--- src/cyclic_port_consts.vh ---
// constants for the cyclic status and variable port
`ifndef CYCLIC_PORT_CONSTS_VH
`define CYCLIC_PORT_CONSTS_VH

`define WORD_W 16
`define IMAGE_WORDS 8

// command codes and status
`define CMD_WRITE 8'h81
`define CMD_READ 8'h82
`define STATUS_ERR 8'h7F
`define ERR_BAD_INDEX 8'h01
`define ERR_READ_ONLY 8'h02
`define ERR_BAD_CMD 8'h03

// variable indices
`define IDX_PANEL_LOCKOUT 8'h02
`define IDX_CURRENT_DATE 8'h03
`define IDX_DISPLAY 8'h04
`define IDX_EXPONENT 8'h05
`define IDX_OUTSIDE_LEAK 8'h06
`define IDX_GAIN 8'h07

// reset values of the variables
`define RST_PANEL_LOCKOUT 16'h0000
`define RST_DATE_MONTH 16'h0001
`define RST_DATE_DAY 16'h0001
`define RST_DATE_YEAR 16'h07D0
`define RST_DISPLAY 16'h0001
`define RST_EXPONENT 16'h0000
`define RST_LEAK_MANT 16'h0000
`define RST_LEAK_EXP 16'h0000
`define RST_LEAK_SIGN 16'h0000
`define RST_GAIN 16'h0016

// output word 0 field positions
`define PAR_EDGE_LSB 0
`define PAR_EDGE_W 5
`define PAR_STD_LEAK 5
`define PAR_ENABLE 6
`define PAR_MANUAL 7

// output word 1 implemented bit mask
`define ACTION_MASK 16'h7C2F

// input word 1 implemented bit mask, manual ranging included
`define STATE_MASK 16'h7D2F

`endif

--- src/cyclic_status_variable_port.v ---
// cyclic process data image with status mirror and variable channel
`timescale 1ns/1ps
`include "cyclic_port_consts.vh"
module cyclic_status_variable_port #(
    parameter W = 16
) (
    input wire I_CLK_SYS,
    input wire I_ARST_N,
    // cycle strobe from the fieldbus side
    input wire I_CYCLE_STB,
    // host-to-device words 0,1,4..7
    input wire [W-1:0] I_OUT_WORD0,
    input wire [W-1:0] I_OUT_WORD1,
    input wire [W-1:0] I_OUT_WORD4,
    input wire [W-1:0] I_OUT_WORD5,
    input wire [W-1:0] I_OUT_WORD6,
    input wire [W-1:0] I_OUT_WORD7,
    // machine status
    input wire I_TUNE_GOOD,
    input wire I_INT_CAL_GOOD,
    input wire I_FILAMENT_ACTIVE,
    input wire I_FILAMENT1_OK,
    input wire I_FILAMENT2_OK,
    input wire I_READY,
    input wire I_BUSY,
    input wire [3:0] I_LIMIT_HIT,
    input wire I_EXT_CAL_GOOD,
    input wire [W-1:0] I_ACTION_STATE,
    input wire [W-1:0] I_RATE_MANT,
    input wire [W-1:0] I_RATE_EXP,
    // device-to-host words
    output reg [W-1:0] O_IN_WORD0,
    output reg [W-1:0] O_IN_WORD1,
    output reg [W-1:0] O_IN_WORD2,
    output reg [W-1:0] O_IN_WORD3,
    output reg [W-1:0] O_IN_WORD4,
    output reg [W-1:0] O_IN_WORD5,
    output reg [W-1:0] O_IN_WORD6,
    output reg [W-1:0] O_IN_WORD7,
    // action pulses and levels to the instrument
    output reg O_START_INT_CAL,
    output reg O_START_ZERO,
    output reg O_START_OFFSET,
    output reg O_START_TUNE,
    output reg O_START_EXT_CAL,
    output reg O_READ_STD_LEAK,
    output reg O_PARALLEL_EN,
    output reg O_MANUAL_RANGE,
    output reg [W-1:0] O_ACTION_REQ,
    // variable contents to the instrument
    output wire O_PANEL_LOCKOUT,
    output wire [W-1:0] O_DATE_MONTH,
    output wire [W-1:0] O_DATE_DAY,
    output wire [W-1:0] O_DATE_YEAR,
    output reg O_DATE_LOAD,
    output wire O_DISPLAY_LOG,
    output wire [W-1:0] O_EXPONENT,
    output wire [W-1:0] O_LEAK_MANT,
    output wire [W-1:0] O_LEAK_EXP,
    output wire O_LEAK_EXP_POS,
    output wire [W-1:0] O_GAIN
);
    // ****************************************
    // variable storage
    // ****************************************
    reg [W-1:0] panel_lockout_var_r;
    reg [W-1:0] date_r [0:2];
    reg [W-1:0] display_r;
    reg [W-1:0] exponent_r;
    reg [W-1:0] leak_r [0:2];
    reg [W-1:0] gain_r;
    reg busy_cmd_r;
    wire [4:0] rise;
    wire [7:0] cmd_idx;
    wire [7:0] cmd_code;
    wire cmd_clear;
    reg idx_ok;
    reg [W-1:0] rd0;
    reg [W-1:0] rd1;
    reg [W-1:0] rd2;

    assign cmd_idx = I_OUT_WORD4[7:0];
    assign cmd_code = I_OUT_WORD4[15:8];
    assign cmd_clear = (I_OUT_WORD4 == {W{1'b0}});

    assign O_PANEL_LOCKOUT = panel_lockout_var_r[0];
    assign O_DATE_MONTH = date_r[0];
    assign O_DATE_DAY = date_r[1];
    assign O_DATE_YEAR = date_r[2];
    assign O_DISPLAY_LOG = display_r[0];
    assign O_EXPONENT = exponent_r;
    assign O_LEAK_MANT = leak_r[0];
    assign O_LEAK_EXP = leak_r[1];
    assign O_LEAK_EXP_POS = leak_r[2][0];
    assign O_GAIN = gain_r;

    // ****************************************
    // parallel request edges, levels and action request
    // ****************************************
    edge_pulse_bank #(
        .WIDTH(`PAR_EDGE_W)
    ) u_edges (
        .I_CLK_SYS(I_CLK_SYS),
        .I_ARST_N(I_ARST_N),
        .i_sample_en(I_CYCLE_STB),
        .i_level(I_OUT_WORD0[`PAR_EDGE_LSB+`PAR_EDGE_W-1:`PAR_EDGE_LSB]),
        .o_rise(rise)
    );

    always @(posedge I_CLK_SYS or negedge I_ARST_N) begin
        if (!I_ARST_N) begin
            O_START_INT_CAL <= 1'b0;
            O_START_ZERO <= 1'b0;
            O_START_OFFSET <= 1'b0;
            O_START_TUNE <= 1'b0;
            O_START_EXT_CAL <= 1'b0;
            O_READ_STD_LEAK <= 1'b0;
            O_PARALLEL_EN <= 1'b0;
            O_MANUAL_RANGE <= 1'b0;
            O_ACTION_REQ <= {W{1'b0}};
        end else begin
            O_START_INT_CAL <= rise[0];
            O_START_ZERO <= rise[1];
            O_START_OFFSET <= rise[2];
            O_START_TUNE <= rise[3];
            O_START_EXT_CAL <= rise[4];
            if (I_CYCLE_STB) begin
                O_READ_STD_LEAK <= I_OUT_WORD0[`PAR_STD_LEAK];
                O_PARALLEL_EN <= I_OUT_WORD0[`PAR_ENABLE];
                O_MANUAL_RANGE <= I_OUT_WORD0[`PAR_MANUAL];
                O_ACTION_REQ <= I_OUT_WORD1 & `ACTION_MASK;
            end
        end
    end

    // ****************************************
    // status mirror words
    // ****************************************
    always @(posedge I_CLK_SYS or negedge I_ARST_N) begin
        if (!I_ARST_N) begin
            O_IN_WORD0 <= {W{1'b0}};
            O_IN_WORD1 <= {W{1'b0}};
            O_IN_WORD2 <= {W{1'b0}};
            O_IN_WORD3 <= {W{1'b0}};
        end else if (I_CYCLE_STB) begin
            O_IN_WORD0 <= {4'h0, I_EXT_CAL_GOOD, I_LIMIT_HIT, I_BUSY, I_READY,
                           I_FILAMENT2_OK, I_FILAMENT1_OK, I_FILAMENT_ACTIVE,
                           I_INT_CAL_GOOD, I_TUNE_GOOD};
            O_IN_WORD1 <= I_ACTION_STATE & `STATE_MASK;
            O_IN_WORD2 <= I_RATE_MANT;
            O_IN_WORD3 <= I_RATE_EXP;
        end
    end

    // ****************************************
    // variable read decode
    // ****************************************
    always @* begin
        idx_ok = 1'b1;
        rd0 = {W{1'b0}};
        rd1 = {W{1'b0}};
        rd2 = {W{1'b0}};
        case (cmd_idx)
            `IDX_PANEL_LOCKOUT: begin
                rd0 = panel_lockout_var_r;
            end
            `IDX_CURRENT_DATE: begin
                rd0 = date_r[0];
                rd1 = date_r[1];
                rd2 = date_r[2];
            end
            `IDX_DISPLAY: begin
                rd0 = display_r;
            end
            `IDX_EXPONENT: begin
                rd0 = exponent_r;
            end
            `IDX_OUTSIDE_LEAK: begin
                rd0 = leak_r[0];
                rd1 = leak_r[1];
                rd2 = leak_r[2];
            end
            `IDX_GAIN: begin
                rd0 = gain_r;
            end
            default: begin
                idx_ok = 1'b0;
            end
        endcase
    end

    // ****************************************
    // variable command channel
    // ****************************************
    always @(posedge I_CLK_SYS or negedge I_ARST_N) begin
        if (!I_ARST_N) begin
            O_IN_WORD4 <= {W{1'b0}};
            O_IN_WORD5 <= {W{1'b0}};
            O_IN_WORD6 <= {W{1'b0}};
            O_IN_WORD7 <= {W{1'b0}};
            busy_cmd_r <= 1'b0;
            O_DATE_LOAD <= 1'b0;
            panel_lockout_var_r <= `RST_PANEL_LOCKOUT;
            date_r[0] <= `RST_DATE_MONTH;
            date_r[1] <= `RST_DATE_DAY;
            date_r[2] <= `RST_DATE_YEAR;
            display_r <= `RST_DISPLAY;
            exponent_r <= `RST_EXPONENT;
            leak_r[0] <= `RST_LEAK_MANT;
            leak_r[1] <= `RST_LEAK_EXP;
            leak_r[2] <= `RST_LEAK_SIGN;
            gain_r <= `RST_GAIN;
        end else begin
            O_DATE_LOAD <= 1'b0;
            if (I_CYCLE_STB) begin
                if (cmd_clear) begin
                    O_IN_WORD4 <= {W{1'b0}};
                    busy_cmd_r <= 1'b0;
                end else if (!busy_cmd_r) begin
                    busy_cmd_r <= 1'b1;
                    if (!idx_ok) begin
                        O_IN_WORD4 <= {`STATUS_ERR, `ERR_BAD_INDEX};
                    end else if (cmd_code == `CMD_WRITE) begin
                        O_IN_WORD4 <= I_OUT_WORD4;
                        O_IN_WORD5 <= I_OUT_WORD5;
                        O_IN_WORD6 <= I_OUT_WORD6;
                        O_IN_WORD7 <= I_OUT_WORD7;
                        case (cmd_idx)
                            `IDX_PANEL_LOCKOUT: begin
                                panel_lockout_var_r <= I_OUT_WORD5;
                            end
                            `IDX_CURRENT_DATE: begin
                                date_r[0] <= I_OUT_WORD5;
                                date_r[1] <= I_OUT_WORD6;
                                date_r[2] <= I_OUT_WORD7;
                                O_DATE_LOAD <= 1'b1;
                            end
                            `IDX_DISPLAY: begin
                                display_r <= I_OUT_WORD5;
                            end
                            `IDX_EXPONENT: begin
                                exponent_r <= I_OUT_WORD5;
                            end
                            `IDX_OUTSIDE_LEAK: begin
                                leak_r[0] <= I_OUT_WORD5;
                                leak_r[1] <= I_OUT_WORD6;
                                leak_r[2] <= I_OUT_WORD7;
                            end
                            `IDX_GAIN: begin
                                gain_r <= I_OUT_WORD5;
                            end
                            default: begin
                                busy_cmd_r <= 1'b1;
                            end
                        endcase
                    end else if (cmd_code == `CMD_READ) begin
                        O_IN_WORD4 <= I_OUT_WORD4;
                        O_IN_WORD5 <= rd0;
                        O_IN_WORD6 <= rd1;
                        O_IN_WORD7 <= rd2;
                    end else begin
                        O_IN_WORD4 <= {`STATUS_ERR, `ERR_BAD_CMD};
                    end
                end
            end
        end
    end
endmodule

--- src/edge_pulse_bank.v ---
// rising edge detector bank for the edge-triggered request bits
`timescale 1ns/1ps
module edge_pulse_bank #(
    parameter WIDTH = 5
) (
    input wire I_CLK_SYS,
    input wire I_ARST_N,
    input wire i_sample_en,
    input wire [WIDTH-1:0] i_level,
    output wire [WIDTH-1:0] o_rise
);
    reg [WIDTH-1:0] prev_r;

    always @(posedge I_CLK_SYS or negedge I_ARST_N) begin
        if (!I_ARST_N) begin
            prev_r <= {WIDTH{1'b0}};
        end else if (i_sample_en) begin
            prev_r <= i_level;
        end
    end

    assign o_rise = i_sample_en ? (i_level & ~prev_r) : {WIDTH{1'b0}};
endmodule

--- config.mk ---
export PLATFORM = sky130hd
export DESIGN_NAME = cyclic_status_variable_port
export DESIGN_NICKNAME = d
export VERILOG_FILES = /design/src/cyclic_status_variable_port.v /design/src/edge_pulse_bank.v
export VERILOG_INCLUDE_DIRS = /design/src /design/src/src
export SDC_FILE = /design/constraint.sdc
export NUM_CORES = 1
export LEC_CHECK = 0
export BUFFER_PORTS_ARGS = -buffer_cell sky130_fd_sc_hd__buf_2
export CAP_MARGIN = 20
export CELL_PAD_IN_SITES_DETAIL_PLACEMENT = 1
export CELL_PAD_IN_SITES_GLOBAL_PLACEMENT = 2
export CORE_MARGIN = 3
export CORE_UTILIZATION = 36
export DETAILED_ROUTE_END_ITERATION = 8
export PLACE_DENSITY = 0.88
export SKIP_CTS_REPAIR_TIMING = 1
export SYNTH_ARGS = -nofsm -noshare
export SYNTH_HDL_FRONTEND = slang
export SYNTH_HIERARCHICAL = 1
export SYNTH_SLANG_ARGS = --single-unit
--- constraint.sdc ---
create_clock -name I_CLK_SYS -period 3.96 [get_ports I_CLK_SYS]
set_clock_uncertainty 0.1 [all_clocks]
set_input_delay 0.396 -clock I_CLK_SYS [delete_from_list [all_inputs] [get_ports I_CLK_SYS]]
set_output_delay 0.396 -clock I_CLK_SYS [all_outputs]
set_load 0.05 [all_outputs]
* Word level (Yosys, flattened, before mapping) *
Index checks and enable logic that the tools add are counted.

operators by class
  reduce and logical (&&, ||, !) cells = 11
  multiplexer cells = 23
  equality and inequality tests = 9
  divide/modulo/power cells = 0
  add/subtract/negate cells = 0
  shifts and indexed selects = 0
  bitwise gates (word level) = 4
  magnitude comparators = 0
  multipliers = 0

operator list
  cell                                                   count
  two-way mux 16 bit                                     11
  case mux 16 bit (6 select lines)                       1
  case mux 16 bit (2 select lines)                       2
  AND reduction 6 bit                                    6
  equality test 8 x 3 -> 1 bit, second input constant    4
  equality test 8 x 2 -> 1 bit, second input constant    2
  equality test 8 bit, second input constant             2
  zero test 16 bit                                       1
  two-way mux 1 bit                                      8
  OR reduction 6 bit                                     1
  AND 5 bit                                              1
  two-way mux 5 bit                                      1
  NOT 5 bit                                              1
  AND reduction 5 bit                                    1
  inequality test 2 x 1 -> 1 bit, second input constant  1
  NOT 1 bit                                              2
  AND reduction 2 bit                                    1
  nonzero test 2 bit                                     1

word-level totals
  output and inout bits = 268
  logic and storage cells = 77
  bits in registers = 304
  ROM bits = 0
  latch bits = 0
  input bits = 159
  memory bits (writable) = 0
  memories kept = 0

* Logic depth before layout (Yosys ltp) *
  depth in word-level cells = 7
  gate-level depth with buffers = 9
  depth with buffers taken out = 5

* By module *
The synthesis kept the hierarchy.

modules (own cells, without submodules)
  module                       area an instance (sq um)  cells an instance  seq. area each (sq um)  times used
  cyclic_status_variable_port  12991.2                   987                7497.2                  1
  edge_pulse_bank              261.5                     16                 125.1                   1

* Worst setup path before layout *
No wires, ideal clock.

  path type = input-to-reg
  start point = in I_OUT_WORD4[5]
  end point = reg display_r[10]
  setup slack = 1.073 ns
  buffers on the path = 3
  library setup time = 0.125 ns
  stages on the path = 8
  data arrival time = 2.662 ns
  required time = 3.735 ns
  cells stage by stage = or4_1 buf_6 nor3_4 o2111ai_4 or4_1 buf_4 buf_6 mux2_4

between the ends
  cells in the longest elaborated chain, start to end = 4
  elaborated cells between the ends (all ways) = 11
  those cells by class = 6 x eq/ne; 1 x mux; 1 x bitwise; 3 x reduce/logical

RTL lines
  element                                               RTL line                           source
  from (decl)                                           cyclic_status_variable_port.v:14   input wire [W-1:0] I_OUT_WORD4,
  equality test 8 x 3 -> 1 bit (tied with other cells)  cyclic_status_variable_port.v:163  case (cmd_idx)
  OR reduction 6 bit (no line)                          --
  two-way mux 1 bit                                     cyclic_status_variable_port.v:163
  AND reduction 6 bit (no line) *                       --
  to (signal assigned)                                  cyclic_status_variable_port.v:207  display_r <= `RST_DISPLAY;
  to (decl)                                             cyclic_status_variable_port.v:68   reg [W-1:0] display_r;

Mark *: on every way between the ends. The rest lies on a longest branch, timed or not.
A chain may end at the register's enable or synchronous reset.

* Worst setup path in the final report *
  start point = in I_OUT_WORD4[5]
  end point = reg panel_lockout_var_r[2]

between the ends
  cells in the longest elaborated chain, start to end = 4
  elaborated cells between the ends (all ways) = 11
  those cells by class = 6 x eq/ne; 1 x mux; 1 x bitwise; 3 x reduce/logical

RTL lines
  element                                               RTL line                           source
  equality test 8 x 3 -> 1 bit (tied with other cells)  cyclic_status_variable_port.v:163
  OR reduction 6 bit (no line)                          --
  two-way mux 1 bit                                     cyclic_status_variable_port.v:163
  AND reduction 6 bit (no line) *                       --
  to (signal assigned)                                  cyclic_status_variable_port.v:203  panel_lockout_var_r <= `RST_PANEL_LOCKOUT;
  to (decl)                                             cyclic_status_variable_port.v:66   reg [W-1:0] panel_lockout_var_r;

Marks and branches as above.

==> impl_metrics.ini <==
[detailed_routing]
drc_errors = 0
wl_per_cell_um = 23.4
viasPerCell = 5.24
num_vias = 10000
firstDrtPassIters = 4
routed_wl_um = 44800
first_iter_violations = 306
drtAntennaViolNets = 0

[global_route]
grt_usage_pct = 21.5
grt_pass1_wl_um = 64700
antenna_found_initial = 3
overflow = 0
grt_max_degree = 93
grt.busiest_layer = met2
grtUsageMet3_pct = 5.26
use_met1_pct = 26.9
gr-usage-met2_pct = 36.7
grt_pass1_vias = 10600

[worst_setup_path]
rrSetupSlack_ns = 1.36
critPathArrivalTime_ns = 3.12
r2r-start = busy_cmd_r
max_stage_delay_ns = 0.79
path_max_fanout = 16
worst_setup_path_end_kind = flop
crit_type = in -> reg
cp.required_ns = 4.27
crit_slowest_cell = or3_1
startpoint = I_OUT_WORD4[5]
cp.depth = 7
crit_path_end = panel_lockout_var_r[2]
rr_worst_depth = 5
crit_chain = buf_2 -> nor4_1 -> buf_4 -> nand3_1 -> o2111ai_4 -> or3_1 -> mux2_2
start_kind = input port
crit_buf_inv = 2
cp_top_family = simple AND/OR/NAND/NOR gates
reg2reg_to = display_r[11]

[logic_synthesis]
synth_mux_area_share_pct = 22.7
synthAdderAreaFrac_pct = 0
yosysWarnings = 6
synthArstFlopShare_pct = 100
synth.most_common_cell = dfrtp_1
ys.flop_type = dfrtp_1
syn_inst = 1003
netlist_area_um2 = 13300
synth-edff-count = 0
synth_common_cells = dfrtp_1, mux2_2, nor2_1
synth-simple-area-share_pct = 5.98
ys_ff_latch = 304
synth_area_leaders = dfrtp_1, mux2_2, buf_4, dfstp_2, a221oi_1
synth-xor-area-share_pct = 0.0661
synth_top_family_by_area = multiplexers
synth_compound_area_share_pct = 8.84
syn_avg_cell_area_um2 = 13.2
yosysTopAreaCell = dfrtp_1
seq_area_frac_synth_pct = 57.5
yosysUniqueCellTypes = 52
yosysTopAreaCellShare_pct = 55.1

[place]
dpl_cell_area_um2 = 15500
dp_hpwl_um = 29900
gp_congestion = 0.778
port_buffers = 392

[timing]
tightestPinTransition_ns = 1.07
setup_violations = 0
hold_ws_ns = -0.000179
rsz0062_at_grt = no
finalCritPeriodShare_pct = 71.0
maxSlewHeadroom_pct = 28.5
finalMaxSlewViolations = 0
fmax_mhz = 356
hold_viol = 1
post-route-min-period_ns = 2.81
tns_ns = 0

[floorplanning]
fp.dieH_um = 198
rows = 69
start_util_pct = 36.9
core_area_um2 = 35900
die_area_um2 = 39200
ioPinCount = 427
die_w_um = 198

[cts]
h-tree-depth = 2
clock_path_buffers = 3
cts_inserted_buffers = 36
cts_tree = done
cts-root-buf = clkbuf_16
clk_transition_reported_paths_ns = 0.06
clock-sinks = 304
clock_latency_ns = 0.53

[run_status]
violations = negative hold slack
status = finished, violations left

[run]
cap_violations = 0

[power_and_ir_drop]
p_per_area_nw_per_um2 = 435
ir_drop_v = 0.000319
p_leak_nw = 8.78

[cells_and_area]
nNetsFinal = 1578
stdcell_area_um2 = 17300
area_growth_syn_to_layout_pct = 30.4
drive_gt1_share_pct = 51.7

[min_path]
worstHoldPathType = in -> reg
-- final cells by class --
class	instances	area [um2]
Clock inverter	13	181
Sequential cell	304	7620
Clock buffer	52	1040
Timing Repair Buffer	476	2780
Multi-Input combinational cell	601	5070
Antenna cell	3	7.51
Fill cell	3842	18600
Tap cell	461	577
-- power by group --
group          leakage [nW]  internal (W)  total (W)  switching (W)
Clock                 0.596       0.00210    0.00343        0.00133
Combinational          4.17      0.000246   0.000839       0.000592
Sequential             4.01       0.00320    0.00324      0.0000469
Total                  8.78       0.00554    0.00751        0.00197
-- worst reg2reg max path, stage by stage (launching register included) --
cell       delay [ns]
dfrtp_1          0.39
nor2b_1          0.42
o2111ai_4        0.28
or4_1            0.66
buf_4            0.29
mux2_4           0.35
-- worst min path at each step --
stage                         startpoint         endpoint  slack, ns  depth (start not counted)
final                     I_OUT_WORD1[3]  O_ACTION_REQ[3]    -0.0002                          2
after global routing      I_OUT_WORD1[3]  O_ACTION_REQ[3]     -0.007                          2
after CTS                       I_ARST_N       busy_cmd_r      -0.17                          1
after detailed placement  O_IN_WORD4[14]   O_IN_WORD4[14]       0.36                          1
after global placement     O_IN_WORD7[8]    O_IN_WORD7[8]       0.35                          2
after floorplan                 I_ARST_N  O_ACTION_REQ[0]     0.0004                          0
-- layer usage --
layer / vias to the layer above / wire length (um)
li1: 4419 / -
met5: - / 0
met4: 0 / 1210
met2: 350 / 22300
met1: 5174 / 18400
met3: 66 / 2870
-- logic make-up after synthesis --
family / count (synthesis)
XOR/XNOR: 1
multiplexers: 264
AO/OA/AOI/OAI: 156
AND/OR/NAND/NOR: 165
flip-flops: 304
other: 1
buffers and inverters: 112
-- placed cells by master, fill, tap and decap left out, types with 8 or more instances in the layout --
cell type        n
nor2_1          66
dlygate4sd3_1   55
buf_4           27
nand2_1         45
a21o_1           8
a22oi_1         10
mux2_2         223
buf_2          390
clkbuf_1         9
o21ai_0         10
conb_1          15
dfstp_2         12
mux2_4          15
a221oi_1        35
and2_1          14
dfrtp_1        292
mux2i_1         25
o31ai_1         31
a21oi_1         26
clkbuf_16       37
-- stage by stage --
| stage | utilization, % | setup slack, ns | hold WS, ns | power (W) | instances |
|---|---|---|---|---|---|
| CTS | 46.6 | 1.11 | -0.167 | 0.00755 | 1852 |
| global placement | 43.2 | 0.579 | 0.354 | 0.00407 | 1787 |
| floorplan | - | 1.07 | 0.000409 | 0.00378 | 1017 |
| global route | 48.1 | 0.997 | -0.00677 | 0.00777 | 1909 |
| detailed placement | 43.2 | 0.570 | 0.360 | 0.00409 | 1787 |
| finish | 48.1 | 1.15 | -0.000179 | 0.00751 | 1910 |
Note: power is estimated with default switching activity, not from simulation.
